[config.mk]
export PLATFORM = sky130hd
export DESIGN_NAME = csrb_status_bank
export DESIGN_NICKNAME = d
export VERILOG_FILES = /design/src/hw/csrb_pkg.sv /design/src/hw/csrb_sync.sv /design/src/hw/csrb_status_bank.sv
export VERILOG_INCLUDE_DIRS = /design/src /design/src/hw
export SDC_FILE = /design/constraint.sdc
export NUM_CORES = 1
export LEC_CHECK = 0
export BUFFER_PORTS_ARGS = -buffer_cell sky130_fd_sc_hd__clkbuf_2
export CORE_ASPECT_RATIO = 0.5
export CORE_MARGIN = 2
export CORE_UTILIZATION = 42
export CTS_CLUSTER_SIZE = 25
export DETAILED_ROUTE_END_ITERATION = 8
export GPL_ROUTABILITY_DRIVEN = 0
export PLACE_DENSITY = 0.65
export SETUP_SLACK_MARGIN = 0.4
export SYNTH_ARGS = -nofsm -noshare
export SYNTH_HDL_FRONTEND = slang
export SYNTH_SLANG_ARGS = --single-unit
[constraint.sdc]
create_clock -name clk -period 1.3 [get_ports clk]
set_input_delay 0.195 -clock clk [delete_from_list [all_inputs] [get_ports clk]]
set_output_delay 0.195 -clock clk [all_outputs]
set_load 0.01 [all_outputs]
[src/hw/csrb_cfg.svh]
// Offsets, field positions and widths of the charger status register bank
`ifndef CSRB_CFG_SVH
`define CSRB_CFG_SVH

`define CSRB_DATA_W          8
`define CSRB_OFS_CHARGE      8'h0B
`define CSRB_OFS_SOURCE      8'h0C
`define CSRB_OFS_THERM       8'h0D
`define CSRB_OFS_FAULT       8'h0E
`define CSRB_UNMAPPED_VAL    8'h00
`define CSRB_RSVD_BIT        1'b0

`define CSRB_PHASE_W         3
`define CSRB_SRC_W           3
`define CSRB_SEARCH_W        2
`define CSRB_ZONE_W          3
`define CSRB_ZONE_PAD_W      5

`define CSRB_CH_DONE         7
`define CSRB_CH_IIN          6
`define CSRB_CH_VIN          5
`define CSRB_CH_TREG         4
`define CSRB_CH_WD           3
`define CSRB_CH_PHASE_LSB    0

`define CSRB_SRC_PG          7
`define CSRB_SRC_CODE_LSB    4
`define CSRB_SRC_RSVD        3
`define CSRB_SRC_SEARCH_LSB  1
`define CSRB_SRC_MINSYS      0

`define CSRB_TH_ZONE_LSB     0
`define CSRB_TH_PAD_LSB      3

`define CSRB_FLT_VOVP        7
`define CSRB_FLT_TSHUT       6
`define CSRB_FLT_BOVP        5
`define CSRB_FLT_TMR         4
`define CSRB_FLT_RSVD_LSB    0
`define CSRB_FLT_RSVD_W      4

// Width of the bundle of asynchronous status pins
`define CSRB_ANA_W           21

`endif

[src/hw/csrb_pkg.sv]
// Types shared by the charger status register bank
`include "csrb_cfg.svh"
package csrb_pkg;
    typedef logic [`CSRB_DATA_W-1:0]   csrb_byte_t;
    typedef logic [`CSRB_PHASE_W-1:0]  csrb_phase_t;
    typedef logic [`CSRB_SRC_W-1:0]    csrb_source_t;
    typedef logic [`CSRB_SEARCH_W-1:0] csrb_search_t;
    typedef logic [`CSRB_ZONE_W-1:0]   csrb_zone_t;
    typedef logic [`CSRB_ANA_W-1:0]    csrb_ana_t;
endpackage : csrb_pkg

[src/hw/csrb_sync.sv]
// Two-flop synchroniser for a bundle of status levels
`timescale 1ns/10ps
module csrb_sync #(
    parameter int WIDTH = 1
) (
    input  wire logic             clk,
    input  wire logic             rst_b,
    input  wire logic [WIDTH-1:0] async_in,
    output logic      [WIDTH-1:0] sync_out
);
    logic [WIDTH-1:0] meta_r;

    // First stage feeds only the second stage
    always_ff @(posedge clk or negedge rst_b) begin
        if (!rst_b) begin
            meta_r   <= '0;
            sync_out <= '0;
        end else begin
            meta_r   <= async_in;
            sync_out <= meta_r;
        end
    end
endmodule : csrb_sync

[src/hw/csrb_status_bank.sv]
// Read-only charger status register bank with change-event detection
`timescale 1ns/10ps
`include "csrb_cfg.svh"
module csrb_status_bank (
    input  wire logic                  clk,
    input  wire logic                  rst_b,
    input  wire logic                  conv_oneshot_mode,
    input  wire logic                  host_timer_expired,
    input  wire logic                  conv_done_in,
    input  wire logic                  input_current_limit_active,
    input  wire logic                  input_voltage_limit_active,
    input  wire logic                  die_thermal_regulation_active,
    input  wire csrb_pkg::csrb_phase_t charge_phase_code_in,
    input  wire logic                  supply_good_in,
    input  wire csrb_pkg::csrb_source_t input_source_code_in,
    input  wire csrb_pkg::csrb_search_t current_search_state_in,
    input  wire logic                  min_system_regulation_in,
    input  wire csrb_pkg::csrb_zone_t  thermistor_zone_code_in,
    input  wire logic                  input_overvoltage_in,
    input  wire logic                  thermal_shutdown_in,
    input  wire logic                  battery_overvoltage_in,
    input  wire logic                  safety_timer_expired_in,
    input  wire logic                  rd_en,
    input  wire csrb_pkg::csrb_byte_t  rd_addr,
    output csrb_pkg::csrb_byte_t       rd_data,
    output logic                       rd_valid,
    output logic                       input_current_limit_event,
    output logic                       input_voltage_limit_event,
    output logic                       thermal_regulation_event,
    output logic                       host_timer_event,
    output logic                       charge_phase_event
);
    import csrb_pkg::*;

    ////////////////////////////////////////////////////////////////////////////
    // Pin synchronisation
    // Multi-bit codes are synchronised bit by bit; a code caught mid-change
    // may raise one extra phase event, which is cheaper than a handshake.
    csrb_ana_t    ana_raw;
    csrb_ana_t    ana_s;
    logic         conv_done_s;
    logic         iin_s;
    logic         vin_s;
    logic         treg_s;
    logic         pg_s;
    logic         minsys_s;
    logic         vovp_s;
    logic         tshut_s;
    logic         bovp_s;
    logic         tmr_s;
    csrb_phase_t  phase_s;
    csrb_source_t source_s;
    csrb_search_t search_s;
    csrb_zone_t   zone_s;

    assign ana_raw = {conv_done_in, input_current_limit_active, input_voltage_limit_active,
                      die_thermal_regulation_active, supply_good_in, min_system_regulation_in,
                      input_overvoltage_in, thermal_shutdown_in, battery_overvoltage_in,
                      safety_timer_expired_in, charge_phase_code_in, input_source_code_in,
                      current_search_state_in, thermistor_zone_code_in};

    csrb_sync #(
        .WIDTH    (`CSRB_ANA_W)
    ) u_sync (
        .clk      (clk),
        .rst_b    (rst_b),
        .async_in (ana_raw),
        .sync_out (ana_s)
    );

    assign {conv_done_s, iin_s, vin_s, treg_s, pg_s, minsys_s, vovp_s, tshut_s, bovp_s,
            tmr_s, phase_s, source_s, search_s, zone_s} = ana_s;

    ////////////////////////////////////////////////////////////////////////////
    // Register images
    // No write path exists, so soft resets and writes cannot disturb them
    csrb_byte_t charge_img;
    csrb_byte_t source_img;
    csrb_byte_t therm_img;
    csrb_byte_t fault_img;
    csrb_byte_t rd_mux;

    assign charge_img[`CSRB_CH_DONE] = conv_oneshot_mode & conv_done_s;
    assign charge_img[`CSRB_CH_IIN]  = iin_s;
    assign charge_img[`CSRB_CH_VIN]  = vin_s;
    assign charge_img[`CSRB_CH_TREG] = treg_s;
    assign charge_img[`CSRB_CH_WD]   = host_timer_expired;
    assign charge_img[`CSRB_CH_PHASE_LSB +: `CSRB_PHASE_W] = phase_s;

    assign source_img[`CSRB_SRC_PG]  = pg_s;
    assign source_img[`CSRB_SRC_CODE_LSB +: `CSRB_SRC_W] = source_s;
    assign source_img[`CSRB_SRC_RSVD] = `CSRB_RSVD_BIT;
    assign source_img[`CSRB_SRC_SEARCH_LSB +: `CSRB_SEARCH_W] = search_s;
    assign source_img[`CSRB_SRC_MINSYS] = minsys_s;

    assign therm_img[`CSRB_TH_ZONE_LSB +: `CSRB_ZONE_W] = zone_s;
    assign therm_img[`CSRB_TH_PAD_LSB +: `CSRB_ZONE_PAD_W] = '0;

    assign fault_img[`CSRB_FLT_VOVP]  = vovp_s;
    assign fault_img[`CSRB_FLT_TSHUT] = tshut_s;
    assign fault_img[`CSRB_FLT_BOVP]  = bovp_s;
    assign fault_img[`CSRB_FLT_TMR]   = tmr_s;
    assign fault_img[`CSRB_FLT_RSVD_LSB +: `CSRB_FLT_RSVD_W] = '0;

    // Live selection; unmapped offsets answer zero
    assign rd_mux = (rd_addr == `CSRB_OFS_CHARGE) ? charge_img :
                    (rd_addr == `CSRB_OFS_SOURCE) ? source_img :
                    (rd_addr == `CSRB_OFS_THERM)  ? therm_img  :
                    (rd_addr == `CSRB_OFS_FAULT)  ? fault_img  : `CSRB_UNMAPPED_VAL;

    always_ff @(posedge clk or negedge rst_b) begin
        if (!rst_b) begin
            rd_data  <= `CSRB_UNMAPPED_VAL;
            rd_valid <= 1'b0;
        end else begin
            rd_valid <= rd_en;
            if (rd_en) begin
                rd_data <= rd_mux;
            end
        end
    end

    ////////////////////////////////////////////////////////////////////////////
    // Event detection
    logic        iin_prev_r;
    logic        vin_prev_r;
    logic        treg_prev_r;
    logic        wd_prev_r;
    csrb_phase_t phase_prev_r;
    logic        iin_rise;
    logic        vin_rise;
    logic        treg_rise;
    logic        wd_rise;
    logic        phase_change;

    assign iin_rise     = iin_s & ~iin_prev_r;
    assign vin_rise     = vin_s & ~vin_prev_r;
    assign treg_rise    = treg_s & ~treg_prev_r;
    assign wd_rise      = host_timer_expired & ~wd_prev_r;
    assign phase_change = phase_s != phase_prev_r;

    always_ff @(posedge clk or negedge rst_b) begin
        if (!rst_b) begin
            iin_prev_r   <= 1'b0;
            vin_prev_r   <= 1'b0;
            treg_prev_r  <= 1'b0;
            wd_prev_r    <= 1'b0;
            phase_prev_r <= '0;
        end else begin
            iin_prev_r   <= iin_s;
            vin_prev_r   <= vin_s;
            treg_prev_r  <= treg_s;
            wd_prev_r    <= host_timer_expired;
            phase_prev_r <= phase_s;
        end
    end

    always_ff @(posedge clk or negedge rst_b) begin
        if (!rst_b) begin
            input_current_limit_event <= 1'b0;
            input_voltage_limit_event <= 1'b0;
            thermal_regulation_event  <= 1'b0;
            host_timer_event          <= 1'b0;
            charge_phase_event        <= 1'b0;
        end else begin
            input_current_limit_event <= iin_rise;
            input_voltage_limit_event <= vin_rise;
            thermal_regulation_event  <= treg_rise;
            host_timer_event          <= wd_rise;
            charge_phase_event        <= phase_change;
        end
    end
endmodule : csrb_status_bank

=== Word level (Yosys, flattened, before mapping) ===
Index checks and enable logic that the tools add are counted.

* Output and inout port bits: 14
* Memories kept: 0
* Bits in read-only memories: 0
* Word-level logic and storage cells: 32
* Flip-flop bits (word level): 63
* Input bits: 34
* Bits in latches: 0
* RAM bits: 0

* Mux-type cells: 4
* Equal/unequal tests: 5
* Shift operators: 0
* Reduce and logical (&&, ||, !) cells: 0
* Bitwise gates (word level): 9
* $mul: 0
* $lt $le $gt $ge: 0
* $add $sub $neg: 0
* Div/mod/pow operators: 0

{| class="wikitable"
|+ Operator list
! cell !! number
|-
| $eq A8 B4 Y1 const B || 4
|-
| $mux W8 || 4
|-
| $and A1 B1 Y1 || 5
|-
| $not A1 Y1 || 4
|-
| $ne A3 B3 Y1 || 1
|}

=== Logic depth before layout (Yosys ltp) ===
* Word-level depth: 5
* Mapped depth: 5

=== Modules after synthesis ===
Synthesis repeated with hierarchy kept, for this count alone.

* Cells, all modules: 118
* Area, all modules: 1,980.6 µm²

{| class="wikitable"
|+ Modules (own cells, without submodules)
! module !! area each (µm²) !! cells an instance !! instances
|-
| csrb_sync || 1,051.0 || 42 || 1
|-
| csrb_status_bank || 929.6 || 76 || 1
|}

=== Least setup slack after synthesis ===
OpenSTA, ideal clock, no wires.

* Path kind: input to register
* From: input rd_addr[0]
* To: register rd_data[6]
* Cell stages on the path: 5
* Path slack: 244 ps
* Arrival time: 923 ps
* Buffers on the path: 2
* Data required time: 1,168 ps
* Path through: buf_4 and3b_1 buf_6 a211oi_1 o32ai_1

* Word-level cells in the longest chain between the ends: 5
* Elaborated cells between the ends (all ways): 8

{| class="wikitable"
|+ RTL lines
! what !! RTL line !! text
|-
| from (decl) || csrb_status_bank.sv:24 || <nowiki>input wire csrb_pkg::csrb_byte_t rd_addr,</nowiki>
|-
| $eq A8 B4 Y1 (no line) || -- ||
|-
| $mux W8 (no line) (3 in a row) || -- ||
|-
| $mux W8 (no line) (*) || -- ||
|-
| to (signal assigned) || csrb_status_bank.sv:113 || <nowiki>rd_data <= `CSRB_UNMAPPED_VAL;</nowiki>
|-
| to (signal assigned) || csrb_status_bank.sv:118 || <nowiki>rd_data <= rd_mux;</nowiki>
|-
| to (decl) || csrb_status_bank.sv:25 || <nowiki>output csrb_pkg::csrb_byte_t rd_data,</nowiki>
|}

Mark *: on every way between the ends. The rest lies on a longest branch, timed or not.
A chain may end at the register's enable or synchronous reset.

=== Final worst setup path ===
* From: register rd_data[3]
* To: output rd_data[3]

No word-level cell between the ends.

==> out/results.ini <==
[status]
status = finished clean

[sta]
layout_setup_ws_ns = 0.252
holdWs_ns = 0.0179
tightestPinTransition_ns = 0.374
fin_skew_ns = 0.00550
slew_viol_final = 0
max_freq_mhz = 955
hold_viol = 0
period_needed_ns = 1.05
slew_headroom = 0.750
fin_tns_setup_ns = 0
grt_setup_unrepaired = yes
post-route-period-util = 0.806
setup_viol = 0

[cells_and_area]
design_area_mm2 = 0.00282
fin_cells = 262
drive_gt1_frac = 0.405
area_delta_synth_final_pct = 42.3
n_antenna_cell = 0
nets = 234

[placed_design]
place_ws_ns = -0.0201
place_inst = 220
hpwl_um = 2270
io_buffers = 47
placed_area_mm2 = 0.00234

[global_route]
grt_pass1_vias = 1137
grt_overflow_total = 0
grt_max_degree = 28
grt_busiest_layer = met2
gr-usage-all-layers = 0.147
met2_usage = 0.221
use_met3 = 0.0613
gr-usage-met1 = 0.189
grt_pass1_wl_um = 5580
grt_antenna_before_repair = 0

[drt]
drt_wl_total_um = 3540
drc_errors = 0
wire_per_inst_um = 13.5
postRouteAntennaNets = 0
via_per_inst = 4.51
vias = 1181
first_pass_iters = 5
drt-initial-drc-count = 14

[setup_path]
worstPathArrival_ns = 0.85
r2r_setup_slack_ns = 0.27
critPathTopFamily = flip-flops
timing.rr.end = rd_data[0]
cp-end-kind = output port
worst_setup_path_start_kind = register
path_cells = buf_6
cp_data_required_time_ns = 1.11
r2r-start = u_sync.sync_out[15]
max_stage_delay_ns = 0.40
cp_num_buf_inv = 1
reg2regPathDepth = 3
cp_max_fo = 2
crit_slowest_cell = dfrtp_1
worstSetupPathDepth = 1
path_class = register to output port

[synth]
synth_fp_nets = 151
async_reset_ff_frac = 1.00
synth_cell_types = 26
syn_avg_cell_area_um2 = 16.9
netlist_area_mm2 = 0.00198
ys_warn_count = 0
synth-seq-cells = 63
synth_edf_count = 0
syn_inst = 117
yosys_most_used_dff = dfrtp_1
synth.yosys.seq_area_share = 0.795

[floorplanning]
start_util = 0.444
fp.dieH_um = 52.6
ioPinCount = 48
die_w_um = 101
dieArea_mm2 = 0.00532
rows = 17
core-area_mm2 = 0.00447

[worst_hold_path]
min_from = host_timer_expired
hold_depth = 1
hold-path-endpoint = wd_prev_r
hp-class = input pin to register

[cts]
cts_max_level = 3
cts_inserted_buffers = 9
cts_tree = done
max-clock-path-buffers = 2
clk_pin_slew_ns = 0.06
worst_skew_pair.late_latency_ns = 0.33
root_buffer = clkbuf_8
cts.sinks = 63

[power]
power_density_mw_per_mm2 = 1400
power_leakage_nw = 1.31
worst_ir_drop_vdd_mv = 0.791

[run]
cap_violations = 0

==> what timing repair did <==
action,in CTS,in global routing
setup buffers,2,2
cloned,0,0
pin swaps,7,0
hold buffers,22,0
endpoints found under the setup margin,21,21
hold endpoints to repair,32,0
gates resized for setup,4,5
==> report_power, final <==
group | switching [mW] | internal, mW | leakage (nW) | total, mW
clock | 0.680 | 0.929 | 0.100 | 1.61
sequential | 0.0348 | 2.05 | 0.755 | 2.08
combinational | 0.121 | 0.144 | 0.458 | 0.265
==> synth_stat cells, types with 2 or more instances <==
master | count | share of area
nand2_1 | 2 | 0.0038
a22oi_1 | 3 | 0.011
xnor2_1 | 3 | 0.013
a211oi_1 | 3 | 0.011
and4b_1 | 3 | 0.015
dfrtp_1 | 63 | 0.80
inv_1 | 7 | 0.013
nor2b_1 | 6 | 0.019
nor2_1 | 3 | 0.0057
o32ai_1 | 3 | 0.013
o22ai_1 | 4 | 0.013
mux2_2 | 3 | 0.017
==> metal layers <==
| layer | up-vias | routed length (µm) |
|---|---|---|
| li1 | 570 | - |
| met1 | 571 | 1610 |
| met2 | 30 | 1680 |
| met3 | 10 | 183 |
| met4 | 0 | 67 |
| met5 | - | 0 |
==> worst reg2reg max path: cells and delay by family (launching register included) <==
family | cells | cell delay (ns)
flip-flops | 1 | 0.37
multiplexers | 1 | 0.27
AO/OA/AOI/OAI | 2 | 0.26
==> cells by family (layout without fill, tap and decap cells) <==
family / Yosys count / after routing / share of synthesized area
mux: 3 / 3 / 0.0170
xor+xnor: 3 / 3 / 0.0133
compound gates: 16 / 16 / 0.0600
buf+inv: 10 / 98 / 0.0253
flops: 63 / 63 / 0.795
simple gates: 22 / 22 / 0.0890
==> how the worst max path moves through the flow <==
stage / startpoint / slack (ns) / endpoint
3_3_place_gp: rd_addr[0] / 0.06 / rd_data[6]
2_1_floorplan: rd_addr[7] / 0.28 / rd_data[4]
3_5_place_dp: rd_addr[0] / -0.02 / rd_data[5]
5_1_grt: rd_data[3] / 0.22 / rd_data[3]
4_1_cts: rd_data[3] / 0.24 / rd_data[3]
6_report: rd_data[3] / 0.25 / rd_data[3]
==> final cells by class <==
type                    count  area (µm²)
flip-flops and latches     63        1580
clock inverters             4        45.0
repair buffers             75         538
fillers                   347        1650
clock buffers              12         145
well taps                  57        71.3
multi-input cells          44         418
inverters                   7        26.3
==> sequential cells by signal, summed over array words and instances, names as in the netlist, 3 cells and up <==
register,count
phase_prev_r,3
rd_data,8
u_sync.meta_r,21
u_sync.sync_out,21
==> stage by stage <==
stage / total power, mW / util
2_1_floorplan: 2.19 / -
3_3_place_gp: 2.32 / 0.525
3_5_place_dp: 2.33 / 0.525
4_1_cts: 4.00 / 0.624
5_1_grt: 4.13 / 0.631
6_report: 3.96 / 0.631
==> layout by cell type (no fill, tap or decap), types with 2 or more instances in the layout <==
cell / count
a211oi_2: 3
a22oi_2: 3
and4b_1: 3
buf_12: 2
buf_4: 4
buf_6: 2
clkbuf_1: 2
clkbuf_2: 45
clkbuf_8: 10
clkinv_2: 3
dfrtp_1: 63
dlygate4sd3_1: 22
inv_1: 7
mux2_4: 3
nand2_1: 2
nor2_1: 3
nor2b_1: 6
o22ai_1: 3
o32ai_1: 3
xnor2_1: 3
Note: power is estimated with default switching activity, not from simulation.
